[config.mk]
export PLATFORM = sky130hd
export DESIGN_NAME = scl_station_ctrl
export DESIGN_NICKNAME = d
export VERILOG_FILES = /design/src/hdl/scl_pkg.sv /design/src/hdl/scl_code_if.sv /design/src/hdl/scl_station_ctrl.sv /design/src/hdl/scl_code_build.sv
export SDC_FILE = /design/constraint.sdc
export NUM_CORES = 1
export LEC_CHECK = 0
export BUFFER_PORTS_ARGS = -buffer_cell sky130_fd_sc_hd__buf_4
export CAP_MARGIN = 20
export CORE_AREA = 2 2 89 91
export CTS_CLUSTER_DIAMETER = 30
export CTS_CLUSTER_SIZE = 12
export DETAILED_ROUTE_END_ITERATION = 12
export DIE_AREA = 0 0 91 93
export PLACE_DENSITY = 0.78
export SLEW_MARGIN = 25
export SYNTH_ARGS = -nofsm -noshare
export SYNTH_HDL_FRONTEND = slang
export SYNTH_HIERARCHICAL = 1
export SYNTH_SLANG_ARGS = --single-unit
[constraint.sdc]
create_clock -name CLOCK -period 2.35 [get_ports CLOCK]
set_clock_uncertainty 0.1 [all_clocks]
set_input_delay 0.1175 -clock CLOCK [delete_from_list [all_inputs] [get_ports CLOCK]]
set_output_delay 0.1175 -clock CLOCK [all_outputs]
set_load 0.01 [all_outputs]
[src/hdl/scl_pkg.sv]
// Package of constants and types for the station control synthesizer loader
package scl_pkg;
  // Clock rate and bit timing
  localparam int unsigned CLK_HZ          = 40000000;
  localparam int unsigned BIT_HOLD_US     = 40;
  localparam int unsigned STROBE_MS       = 20;
  localparam int unsigned BIT_HOLD_CYC    = BIT_HOLD_US * (CLK_HZ / 1000000);
  localparam int unsigned STROBE_CYC      = STROBE_MS * (CLK_HZ / 1000);
  // Clock pulse sits in the middle half of the bit period
  localparam int unsigned CLK_RISE_CYC    = BIT_HOLD_CYC / 4;
  localparam int unsigned CLK_FALL_CYC    = (BIT_HOLD_CYC * 3) / 4;
  // Frequency code layout, MSB first
  localparam int unsigned REF_W           = 14;
  localparam int unsigned NDIV_W          = 10;
  localparam int unsigned ADIV_W          = 7;
  localparam int unsigned CODE_W          = 32;
  localparam int unsigned REF_POS         = 18;
  localparam int unsigned NDIV_POS        = 8;
  localparam int unsigned ADIV_POS        = 1;
  localparam int unsigned CTRL_POS        = 0;
  localparam int unsigned CNT_W           = 20;
  localparam logic [5:0]  BIT_LAST        = 6'h1f;
  localparam logic [CNT_W-1:0] CNT_ZERO   = 20'h00000;

  // Loader states, Gray codes along the usual path
  typedef enum logic [2:0]
  {
    SCL_IDLE   = 3'b000,
    SCL_SHIFT  = 3'b001,
    SCL_STROBE = 3'b011,
    SCL_CHECK  = 3'b010,
    SCL_LOCKED = 3'b110
  } scl_state_t;
endpackage

[src/hdl/scl_code_if.sv]
// Interface carrying the frequency code words and serial bit selection
`timescale 1ns/10ps
`default_nettype none
interface scl_code_if;
  logic [31:0] code_word;
  logic [5:0]  bit_index;
  logic        bit_value;
  modport src (input bit_index, output code_word, output bit_value);
  modport dst (output bit_index, input code_word, input bit_value);
endinterface
`default_nettype wire

[src/hdl/scl_station_ctrl.sv]
// Station control: synthesizer frequency loader and discrete station lines
//
// Operation
// - Code is 14 R, 10 N, 7 A, control
// - Lower band loads one transmit word
// - Higher band shifts transmit then receive word
// - Lines idle at zero before load
// - Each data bit held forty microseconds
// - Strobe toggles twenty milliseconds then returns
// - Reload until lock detect reported
// - Load at reset and on lock loss
// - Outputs inverted at open collector pins
// - Lock polarity depends on band
// - Key line low whenever transmit needed
// - Mute on fast data, no carrier, no slow data
// - Tone mute high in voting absent clear voice
// - Remote key line low on remote key request
// - Route select high sends fast data
// - Modulation select low picks fast data
`timescale 1ns/10ps
`default_nettype none
module scl_station_ctrl
#(
  parameter int unsigned BIT_HOLD_CYC = scl_pkg::BIT_HOLD_CYC,
  parameter int unsigned STROBE_CYC   = scl_pkg::STROBE_CYC
)
(
  // Clock and reset
  input  wire logic          CLOCK,
  input  wire logic          RSTN,
  // Configuration
  input  wire logic          HIGH_BAND,
  input  wire logic [13:0]   TX_REF,
  input  wire logic [9:0]    TX_NDIV,
  input  wire logic [6:0]    TX_ADIV,
  input  wire logic          TX_CTRL,
  input  wire logic [13:0]   RX_REF,
  input  wire logic [9:0]    RX_NDIV,
  input  wire logic [6:0]    RX_ADIV,
  input  wire logic          RX_CTRL,
  // Synthesizer pins, open collector
  output logic               FREQ_LOAD_SERIAL_DATA,
  output logic               FREQ_LOAD_SHIFT_CLOCK,
  output logic               FREQ_LOAD_STROBE,
  input  wire logic          FREQ_LOCK_INDICATION,
  // Status of the loader
  output logic               LOAD_BUSY,
  output logic               SYNTH_LOCKED,
  // Station requests from the controller
  input  wire logic          TRANSMIT_KEY_REQUEST,
  input  wire logic          HSD_TX_ACTIVE,
  input  wire logic          LSD_PRESENT,
  input  wire logic          HSD_ROUTE_REQ,
  input  wire logic          CLEAR_VOICE_CALL,
  input  wire logic          VOTING_SYSTEM,
  input  wire logic          REMOTE_KEY_REQ,
  // Station discrete inputs
  input  wire logic          POWER_AMP_FAULT,
  input  wire logic          CARRIER_PRESENT_IN,
  input  wire logic          RX_SYNTH_LOCK_STATUS,
  input  wire logic          REMOTE_CALL_IN,
  // Station discrete outputs
  output logic               TRANSMIT_KEY_N,
  output logic               RECEIVER_AUDIO_MUTE_OUT_N,
  output logic               HSD_ROUTE_LSD_INHIBIT,
  output logic               MODULATION_PATH_SELECT,
  output logic               SQUELCH_TONE_MUTE,
  output logic               REMOTE_KEY_LINE_N,
  // Synchronized station status
  output logic               PA_FAULT,
  output logic               CARRIER_PRESENT,
  output logic               RX_SYNTH_FAULT,
  output logic               REMOTE_CALL
);
  typedef struct packed
  {
    scl_pkg::scl_state_t         state;
    logic [scl_pkg::CNT_W-1:0]   cnt;
    logic [5:0]                  bit_idx;
    logic                        data;
    logic                        sclk;
    logic                        strobe;
    logic                        locked;
    logic [4:0]                  sync1;
    logic [4:0]                  sync2;
    logic                        key;
    logic                        mute;
    logic                        route;
    logic                        modsel_n;
    logic                        tone_mute;
    logic                        rkey;
  } scl_top_state_t;

  scl_top_state_t st_r;
  scl_top_state_t st_nxt;
  scl_code_if     code ();
  logic           lock_ok;
  logic [5:0]     last_bit;

  // Clock pulse scaled to the hold parameter; fixed counts would miss a short hold
  localparam int unsigned RISE_CYC = BIT_HOLD_CYC / 4;
  localparam int unsigned FALL_CYC = (BIT_HOLD_CYC * 3) / 4;

  scl_code_build u_code
  (
    .clk     (CLOCK),
    .rst_n   (RSTN),
    .tx_ref  (TX_REF),
    .tx_ndiv (TX_NDIV),
    .tx_adiv (TX_ADIV),
    .tx_ctrl (TX_CTRL),
    .rx_ref  (RX_REF),
    .rx_ndiv (RX_NDIV),
    .rx_adiv (RX_ADIV),
    .rx_ctrl (RX_CTRL),
    .code    (code)
  );

  assign code.bit_index = st_r.bit_idx;

  // Band dependent lock sense after sync
  assign lock_ok = HIGH_BAND ? ~st_r.sync2[0] : st_r.sync2[0];

  assign last_bit = HIGH_BAND ? {1'b1, scl_pkg::BIT_LAST[4:0]} : scl_pkg::BIT_LAST;

  // Loader sequence and station line logic
  always_comb
  begin
    st_nxt = st_r;
    // Async pins pass two flops before use
    st_nxt.sync1 = {REMOTE_CALL_IN, RX_SYNTH_LOCK_STATUS, CARRIER_PRESENT_IN,
                    POWER_AMP_FAULT, FREQ_LOCK_INDICATION};
    st_nxt.sync2 = st_r.sync1;
    st_nxt.cnt = st_r.cnt + 20'h00001;
    unique case (st_r.state)
      scl_pkg::SCL_IDLE:
      begin
        st_nxt.data    = 1'b0;
        st_nxt.sclk    = 1'b0;
        st_nxt.strobe  = 1'b0;
        st_nxt.bit_idx = 6'h00;
        st_nxt.cnt     = scl_pkg::CNT_ZERO;
        st_nxt.state   = scl_pkg::SCL_SHIFT;
      end
      scl_pkg::SCL_SHIFT:
      begin
        st_nxt.data = code.bit_value;
        if (st_r.cnt == 20'(RISE_CYC))
          st_nxt.sclk = 1'b1;
        if (st_r.cnt == 20'(FALL_CYC))
          st_nxt.sclk = 1'b0;
        if (st_r.cnt == 20'(BIT_HOLD_CYC - 1))
        begin
          st_nxt.cnt = scl_pkg::CNT_ZERO;
          if (st_r.bit_idx == last_bit)
          begin
            st_nxt.state  = scl_pkg::SCL_STROBE;
            st_nxt.strobe = ~st_r.strobe;
          end
          else
            st_nxt.bit_idx = st_r.bit_idx + 6'h01;
        end
      end
      scl_pkg::SCL_STROBE:
      begin
        if (st_r.cnt == 20'(STROBE_CYC - 1))
        begin
          st_nxt.strobe = ~st_r.strobe;
          st_nxt.state  = scl_pkg::SCL_CHECK;
        end
      end
      scl_pkg::SCL_CHECK:
      begin
        st_nxt.locked = lock_ok;
        st_nxt.state  = lock_ok ? scl_pkg::SCL_LOCKED : scl_pkg::SCL_IDLE;
      end
      scl_pkg::SCL_LOCKED:
      begin
        if (!lock_ok)
        begin
          st_nxt.locked = 1'b0;
          st_nxt.state  = scl_pkg::SCL_IDLE;
        end
      end
      default:
        st_nxt.state = scl_pkg::SCL_IDLE;
    endcase
    st_nxt.key = TRANSMIT_KEY_REQUEST | HSD_TX_ACTIVE;
    st_nxt.mute = HSD_TX_ACTIVE | ~st_r.sync2[2] | ~LSD_PRESENT;
    st_nxt.route = HSD_ROUTE_REQ;
    // Low selects filtered fast data
    // Held inverted so reset leaves the pin high, on the audio path like the route flop
    st_nxt.modsel_n = HSD_ROUTE_REQ;
    // Tone muted in voting without clear voice
    st_nxt.tone_mute = VOTING_SYSTEM & ~CLEAR_VOICE_CALL;
    st_nxt.rkey = REMOTE_KEY_REQ;
  end

  // Reset starts a load from idle
  always_ff @(posedge CLOCK or negedge RSTN)
  begin
    if (!RSTN)
      st_r <= '0;
    else
      st_r <= st_nxt;
  end

  // Pins carry complement of internal levels
  assign FREQ_LOAD_SERIAL_DATA = ~st_r.data;
  assign FREQ_LOAD_SHIFT_CLOCK = ~st_r.sclk;
  assign FREQ_LOAD_STROBE      = ~st_r.strobe;

  // Busy decoded from the state flops; lock status and discrete outputs straight from flops
  assign LOAD_BUSY                 = (st_r.state != scl_pkg::SCL_LOCKED);
  assign SYNTH_LOCKED              = st_r.locked;
  assign TRANSMIT_KEY_N            = ~st_r.key;
  assign RECEIVER_AUDIO_MUTE_OUT_N = ~st_r.mute;
  assign HSD_ROUTE_LSD_INHIBIT     = st_r.route;
  assign MODULATION_PATH_SELECT    = ~st_r.modsel_n;
  assign SQUELCH_TONE_MUTE         = st_r.tone_mute;
  assign REMOTE_KEY_LINE_N         = ~st_r.rkey;
  // Fault and remote call lines are active low at the pins; carrier present is active high
  assign PA_FAULT                  = ~st_r.sync2[1];
  assign CARRIER_PRESENT           = st_r.sync2[2];
  assign RX_SYNTH_FAULT            = ~st_r.sync2[3];
  assign REMOTE_CALL               = ~st_r.sync2[4];
endmodule
`default_nettype wire

[src/hdl/scl_code_build.sv]
// Frequency code builder and serial bit picker
`timescale 1ns/10ps
`default_nettype none
module scl_code_build
(
  // Clock and reset
  input  wire logic          clk,
  input  wire logic          rst_n,
  // Divider fields for the transmit and receive words
  input  wire logic [13:0]   tx_ref,
  input  wire logic [9:0]    tx_ndiv,
  input  wire logic [6:0]    tx_adiv,
  input  wire logic          tx_ctrl,
  input  wire logic [13:0]   rx_ref,
  input  wire logic [9:0]    rx_ndiv,
  input  wire logic [6:0]    rx_adiv,
  input  wire logic          rx_ctrl,
  // Link to the loader
  scl_code_if.src            code
);
  typedef struct packed
  {
    logic        bit_r;
  } scl_cb_state_t;

  scl_cb_state_t st_r;
  scl_cb_state_t st_nxt;
  logic [31:0]   tx_word;
  logic [31:0]   rx_word;

  assign tx_word = {tx_ref, tx_ndiv, tx_adiv, tx_ctrl};
  assign rx_word = {rx_ref, rx_ndiv, rx_adiv, rx_ctrl};
  assign code.code_word = code.bit_index[5] ? rx_word : tx_word;

  always_comb
  begin
    st_nxt = st_r;
    st_nxt.bit_r = code.code_word[5'h1f - code.bit_index[4:0]];
  end

  // Registered bit keeps the data line glitch free
  always_ff @(posedge clk or negedge rst_n)
  begin
    if (!rst_n)
      st_r <= '0;
    else
      st_r <= st_nxt;
  end

  assign code.bit_value = st_r.bit_r;
endmodule
`default_nettype wire

# == Word-level counts from Yosys, hierarchy flattened ==
# Cells that the tools add are included.
# totals
input_bits,79
word_cells,83
out_inout_bits,15
reg_bits,49
# classes
reduce_logical,9
n_eq_ne,16
n_addsub,3
n_lt_le_gt_ge,1
bitwise,18
muxes,21
# op_table
operator,n
28-bit one-hot mux with 2 select lines,1
"20-bit by 11-bit == test with 1-bit output, second input constant",2
32-bit 2-to-1 mux,1
29-bit 2-to-1 mux,1
"20-bit by 1-bit adder with 20-bit output, second input constant",1
"20-bit == test, second input constant",1
"20-bit by 9-bit == test with 1-bit output, second input constant",1
3-bit one-hot mux with 5 select lines,1
1-bit inverter,14
3-bit 2-to-1 mux,4
6-bit 2-to-1 mux,2
"2-bit inequality test, second input constant",5
1-bit 2-to-1 mux,8
4-bit AND reduction,2
"6-bit by 1-bit adder with 6-bit output, second input constant",1
"3-bit by 2-bit == test with 1-bit output, second input constant",2
6-bit == test,1
"5-bit by 6-bit < comparator with 1-bit output, second input constant",1
"3-bit inequality test, second input constant",2
1-bit binary-select mux with 5-bit select,1
"5-bit subtractor, first input constant",1
2-bit AND reduction,2
2-bit nonzero test,2
"3-bit by 1-bit == test with 1-bit output, second input constant",1
other kinds (8),10

# == Depth between registers and ports, before layout ==
# Gate-level depths: netlist of the first run.
# depth
ltp_word,5
depth_mapped,7
ltp_nobuf,6

# == By module ==
# The synthesis of the first run kept the hierarchy.
# modules_own_cells
mod,area_per_inst_um2,cells_each,instances
scl_station_ctrl,2272.2,225,1
scl_code_build,996.0,85,1

# == Worst setup path after synthesis of the first run ==
# No wires, ideal clock.
# synth_path
path_type,reg2reg
from,reg st_r[26] in the netlist's numbering
to,reg st_r (netlist bit code.bit_index[1])
path_stages_with_launch,7
path_slack_ns,0.350
path_buffers,0
setup_ns,0.080
t_arrival_ns,1.820
cell_sequence,dfrtp_1 > ha_1 > nand4_4 > nor4b_2 > nand2_1 > or3_4 > o22ai_2
# synth_between
elab_chain_cells,3
# synth_lines
item,line_no,text
start: declaration,scl_station_ctrl.sv:94,scl_top_state_t st_r;
start signal: assignment,scl_station_ctrl.sv:205,st_r <= st_nxt;
20-bit by 11-bit == test with 1-bit output,scl_station_ctrl.sv:152,if (st_r.cnt == 20'(BIT_HOLD_CYC - 1))
2-bit inequality test (no source line),-,
3-bit AND reduction (no source line),-,
# No other way between the ends.
# A chain may end at the register's enable or synchronous reset.

==> summary by stage, run 1 <==
Pwr
VDD sags by at most ~0.39 mV. Summed over all cells, the static leakage comes to 1.807 nW. The power density over cell area is 624.4 nW/um^2. After layout, the design draws a total of 2.486 mW.

Setup path
By startpoint and endpoint, the worst setup path is classified as reg -> reg. Together, buffers and inverters on the worst path number 1. At the worst endpoint, the arrival time is 2.25 ns. In this design, the largest share of critical-path delay is due to simple AND/OR/NAND/NOR gates.

The type of element launching the critical path is a register. The signal on the critical path passes through ha_1 -> nand4_4 -> nor4b_4 -> nand2_1 -> a21oi_1 -> buf_4 -> nor2_1. On the worst path, the slowest cell contributes a delay of 0.42 ns.

The critical-path cell with the highest stage delay is sky130_fd_sc_hd__dfrtp_1. Data on the critical path is required at its endpoint by around 2.4 ns. The kind of end point of the critical path is a register. In this run the worst path has a maximum fanout of 20.

Clock network
The H-tree was split into 2 levels. The number of buffers inserted during clock tree synthesis is 5. After clock tree synthesis, the clock-pin slew on the worst setup and hold paths is 0.10 ns. The CTS sink count is 49. TritonCTS built the clock tree. The clock reaches the later pin of the worst-skew pair after 0.31 ns. The root buffer cell is sky130_fd_sc_hd__clkbuf_8.

The maximum count of clock buffers along a single path is 2.

Place
Routability-driven placement finished with a final weighted congestion of 0.8732. During placement, the flow inserted port buffers numbering 93. The post-DP HPWL is 5206 um. Timing analysis after detailed placement gives a worst setup slack of around 0.17 ns.

Yosys
Synthesis produced a netlist with a net count of 357. The synthesized netlist occupies a cell area of 2893 um^2. The synthesized instance count is 275. Dividing the synthesized area by the synthesized cell count gives 10.52 um^2. The synthesis warning total is 6.

Route
The count of routing violations after the opening detailed-route iteration is 111. The average wire per standard cell is 14.95 um. Summed over all layers, the routed wires come to 7295 um.

In the routed layout, each cell is associated on average with a via count of 5.262. In this run the remaining antenna-violating nets after routing total 0. The total number of vias is 2568.

For this run, design rule violations remaining after detail routing come to 0. The iteration count of the initial detailed-routing pass is 4.

Finish
The repair_antennas step left the layout with diodes totalling 0. The relative area change from synthesis to final layout is 37.63%. The fraction of layout cells with a size suffix above 1 is 0.3446. Fill cells in the final layout number between 600 and 700. At the end of the flow, the number of nets in the layout was approximately 470.

STA
The final critical-path share of the clock period is 0.9176. The slew at the pin closest to its max-slew limit is 0.6553 ns. Setup violations remaining at the end of the flow were counted as 0. Derived from the worst setup path, the maximum achievable clock frequency is 463.8 MHz. In this run the tightest slew margin relative to its limit is 0.5594. Adding up every negative setup slack in the final design gives 0 ns.

The hold violation total from the final report was 0. After layout, the worst setup slack is between 0.15 and 0.2 ns. The time the worst path needs with I/O delays and setup is about 2.2 ns.

The final max-slew violation count came to 0. Setup repair after global routing left no endpoint under its margin.

Global routing
The number of antenna violations at the first check in global routing is 0. The first-pass GRT wire length is approximately 11000 um. The number of global-route vias before repair is between 2000 and 3000. The maximum number of pins on one net before global-route repair is 50. The aggregate global routing overflow is 0. In the global route stage, overall resource usage came out at 0.1669.

Die
For this configuration, the core starts out at a cell density of 0.3843. The placement row count is 32. The die height is 93 um. The top-level port count is 94. The core outline area is roughly 7500 um^2. The die covers 8463 um^2. The floorplan step set the die width to 91 um.

Hold path
The min-delay analysis places its worst path in the category in -> reg.

Job
The tool flagged a number of max-cap violations equal to 0.

Status
The run finished with clean final reports.
[routing by layer]
| metal | track usage | wire length, um |
|---|---|---|
| met5 | 0 | 0 |
| met4 | 0.05303 | 108 |
| met3 | 0.03868 | 407 |
| met2 | 0.3068 | 3911 |
| met1 | 0.1924 | 2868 |
[power by group]
group | internal, mW | total, mW | leakage, nW | switching (mW)
clock network | 0.325 | 0.630 | 0.0591 | 0.305
registers | 0.954 | 1.09 | 0.618 | 0.136
logic | 0.429 | 0.765 | 1.13 | 0.336
total | 1.71 | 2.49 | 1.81 | 0.777
[cell usage in the layout (no fill, tap or decap), drive strengths merged, types with 6 or more instances in the layout]
| master | count |
|---|---|
| a21oi | 10 |
| and3 | 6 |
| buf | 102 |
| dfrtp | 49 |
| dlygate4sd3 | 14 |
| inv | 19 |
| mux4 | 16 |
| nand2 | 19 |
| nand3 | 14 |
| nand4 | 9 |
| nor2 | 37 |
| nor2b | 6 |
| nor4 | 6 |
| xnor2 | 12 |
| xor2 | 8 |
[repair_timing]
| action | CTS | global route |
|---|---|---|
| hold buffers | 14 | 0 |
| endpoints found under the setup margin | 0 | 1 |
| gates resized for setup | 0 | 1 |
| endpoints found under the hold margin | 59 | 0 |
| setup buffers | 0 | 0 |
[layout make-up]
type | instances | area (um^2) | share of cell area
Timing Repair Buffer | 116 | 905.9 | 0.2275
Inverter | 17 | 63.81 | 0.01603
Multi-Input combinational cell | 196 | 1541 | 0.3872
Clock inverter | 3 | 47.55 | 0.01194
Tap cell | 102 | 127.6 | 0.03206
Sequential cell | 49 | 1226 | 0.3080
Clock buffer | 5 | 68.82 | 0.01728
[stage by stage]
stage,utilization,hold WS (ns),std cells,area (um^2)
after floorplan,-,-0.2781,275,2893
after global placement,0.4937,0.06126,466,3716
after detailed placement,0.4937,0.06690,466,3716
after CTS,0.5278,0.02449,488,3973
after global routing,0.5289,0.05010,488,3981
final,0.5289,0.03027,488,3981
[flip-flops by register name, indices dropped and copies added (netlist names)]
register               count
u_code/code.bit_value      1
st_nxt                     5
SYNTH_LOCKED               1
st_r                      34
code.bit_index             6
CARRIER_PRESENT            1
SQUELCH_TONE_MUTE          1
[worst register-to-register path, stage by stage, from the launching register on]
cell and delay, ns:
sky130_fd_sc_hd__dfrtp_1 0.42, sky130_fd_sc_hd__ha_1 0.27, sky130_fd_sc_hd__nand4_4 0.19, sky130_fd_sc_hd__nor4b_4 0.38, sky130_fd_sc_hd__nand2_1 0.15, sky130_fd_sc_hd__a21oi_1 0.17
sky130_fd_sc_hd__buf_4 0.27, sky130_fd_sc_hd__nor2_1 0.09
[path summary, 6_finish.rpt]
check	startpoint	end	slack, ns	depth (start not counted)
min in group asynchronous	RSTN	st_r[9]	0.26	2
max in group asynchronous	RSTN	st_r[44]	1.49	2
worst min register to register	st_nxt[9]	st_r[9]	0.25	0
worst max register to register	st_r[26]	st_r[40]	0.19	7
worst min-delay path	HIGH_BAND	st_r[48]	0.03	3
worst max-delay path	st_r[26]	st_r[40]	0.19	7
Power figures use the tool's default switching activity.
==> run 2, diff against run 1 <==
Settings changed: ABC_AREA from default to 1, CORE_AREA 2 2 89 91 to 2 2 90 92, DIE_AREA 0 0 91 93 to 0 0 92 94.
==> summary by stage, run 2 <==
Yosys
The synthesized instance count is between 400 and 500. In this run the mean area of a mapped cell was 7.185 um^2. The synthesis warning total is 6. The cell area that synthesis handed to floorplanning was 3212 um^2.

The number of nets handed over by synthesis was 529.

Finish
The multi-input combinational cells in the finished layout cover a total of 1652 um^2. The number of antenna diodes is 0. The most common cell after layout, fill and taps aside is sky130_fd_sc_hd__nand2_1.

Across the whole layout, storage elements account for roughly 1200 um^2. After filler insertion, the fill cell instance count of the layout stands at 709. The fraction of layout cells with a size suffix above 1 is 0.2754. The library cells used most frequently in the layout, excluding fill and tap cells, are sky130_fd_sc_hd__nand2_1, sky130_fd_sc_hd__buf_4, sky130_fd_sc_hd__nand3_1. The register with the highest flop count is st_r. The total number of nets in the final design is 633.

From synthesis to final layout, the design area changed by 30.15%. The register with the most flip-flops in the layout has 34 of them.

Die
The core outline area is 7607 um^2. The top-level port count is 94. The floorplan die area is 8648 um^2. For this configuration, the core starts out at a cell density of 0.4222. The horizontal die dimension is 92 um. The placement row count is 32. Measured along the y axis, the die boundary spans 94 um.

STA
The number of setup violations in the final report is 0. The time the worst path needs with I/O delays and setup is 1.904 ns. For the pin with the worst max-slew slack, the measured transition is 0.6097 ns. Setup repair after global routing left no endpoint under its margin. Of the available clock period, the critical path in the final layout requires 0.8103. The hold violation total from the final report was 0. In this run the tightest slew margin relative to its limit is 0.5935. The final max-slew violation count is 0. Static timing analysis puts the maximum clock frequency at 525.1 MHz. The total negative slack is 0 ns.

Pwr
IR analysis of the VDD net gives a maximum drop of approximately 0.32 mV. In this run the static leakage power is 2.105 nW. In this run the power density over the cells is 521.3 nW/um^2. The overall power of the completed layout is 2.179 mW.

Setup path
The category of the critical setup timing path is reg -> reg. Traced cell by cell, the critical path runs through ha_1 -> nand3_2 -> nor2_2 -> nand3_4 -> o21ai_4 -> nand3_1 -> nand2_1. In this design, the stage delay of the slowest critical-path cell is 0.46 ns. The critical-path cell with the highest stage delay is sky130_fd_sc_hd__o21ai_4. STA classifies the critical path endpoint as a register.

The data required time of the worst path is 2.50 ns. Data arrives at the worst endpoint at 2.05 ns. Along the worst path, the maximum fanout reaches 13. The type of element launching the critical path is a register.

Route
Across all layers, the routed design uses 3226 vias. The total wire length after detailed routing is 8018 um. In the detailed route, the total length drawn on met2 is between 4000 and 5000 um.

The routed length on met1 is 3273 um. The top routing layer in use is met4. The routed length on met3 is approximately 570 um.

In this run, the number of DRC markers left after iteration 0 of detailed routing was 140. The iteration count of the initial detailed-routing pass is 4. The count of unresolved DRC violations after routing is 0.

In the routed layout, each cell is associated on average with a via count of about 4.9. In the final routed layout, each cell accounts on average for 12.26 um. The count of nets left with antenna violations once routing finished came out at 0.

Clock network
The clock tree from TritonCTS is built. The clock net in this run drives a total of 49 sinks. TritonCTS created 5 clock buffers. The cell sitting at the root of the clock tree is a sky130_fd_sc_hd__clkbuf_8. The level count of the clock H-tree is 2.

The later pin in the worst-skew pair is clocked with a latency of 0.31 ns. In this run, post-CTS repair resized a total of 0 instances. The clock transition at the registers of the reported paths is 0.09 ns. No sink is reached through more buffers than the 2 on the longest clock path.

Global routing
The maximum number of pins on one net before global-route repair is 50. The number of global-route vias before repair is 3134. The number of antenna violations at the first check in global routing is 0. The first global-routing pass estimated 13370 um of wire. For this run, the total global-route usage over all layers was measured as 0.1868. The aggregate global routing overflow is 0.

Place
In this run the tool buffered the top-level ports with slightly above 90 buffer cells. The HPWL after detailed placement is 5955 um. The congestion estimate from routability-driven global placement came to 0.8458.

Status
The flow ran to the end, and the final reports show no timing, DRC or antenna violations.

Hold path
The min-delay analysis places its worst path in the category in -> reg.

Job
The tool flagged a number of max-cap violations equal to 0.
run 2: routing by layer:
layer,vias to the layer above,track usage
met5,-,0
li1,1634,-
met4,0,0.04104
met2,104,0.3523
met3,16,0.03772
met1,1472,0.2184
run 2: report_power, final:
part           switching, mW  total [mW]  internal, mW
logic                  0.313       0.586         0.273
clock network          0.282       0.601         0.320
registers             0.0677       0.992         0.924
run 2: critical path: cells and delay by family (launching register included):
family	cells	cell delay, ns
AO/OA/AOI/OAI	1	0.46
adder cells (fa/ha/maj)	1	0.23
flip-flops	1	0.41
AND/OR/NAND/NOR	5	0.64
run 2: final cells by class:
| type | instances | area share |
|---|---|---|
| flip-flops and latches | 49 | 0.2933 |
| repair buffers | 109 | 0.2041 |
| inverters | 54 | 0.05028 |
| clock buffers | 6 | 0.01736 |
| multi-input cells | 332 | 0.3951 |
| clock inverters | 2 | 0.009279 |
| well taps | 102 | 0.03053 |
run 2: through the flow:
stage | util | hold WS (ns) | area (um^2) | cells | worst slack [ns]
floorplan | - | -0.2781 | 3212 | 447 | 0.8033
global placement | 0.5164 | 0.06920 | 3929 | 632 | 0.5318
detailed placement | 0.5164 | 0.07096 | 3929 | 632 | 0.4712
CTS | 0.5495 | 0.08374 | 4180 | 654 | 0.4338
global route | 0.5495 | 0.1382 | 4180 | 654 | 0.2482
finish | 0.5495 | 0.07385 | 4180 | 654 | 0.4458
run 2: repair_timing:
action | in CTS | in global routing
hold buffers | 14 | 0
buffers inserted | 0 | 0
hold endpoints to repair | 59 | 0
run 2: worst paths after layout:
path / start / end / slack (ns) / cells after the start
max: st_r[26] / st_r[46] / 0.45 / 7
max reg2reg: st_r[26] / st_r[46] / 0.45 / 7
max in group asynchronous: RSTN / code.bit_index[2] / 1.48 / 2
min: HIGH_BAND / st_r[48] / 0.07 / 3
min in group asynchronous: RSTN / st_nxt[10] / 0.25 / 2
min reg2reg: st_nxt[6] / st_r[6] / 0.25 / 0
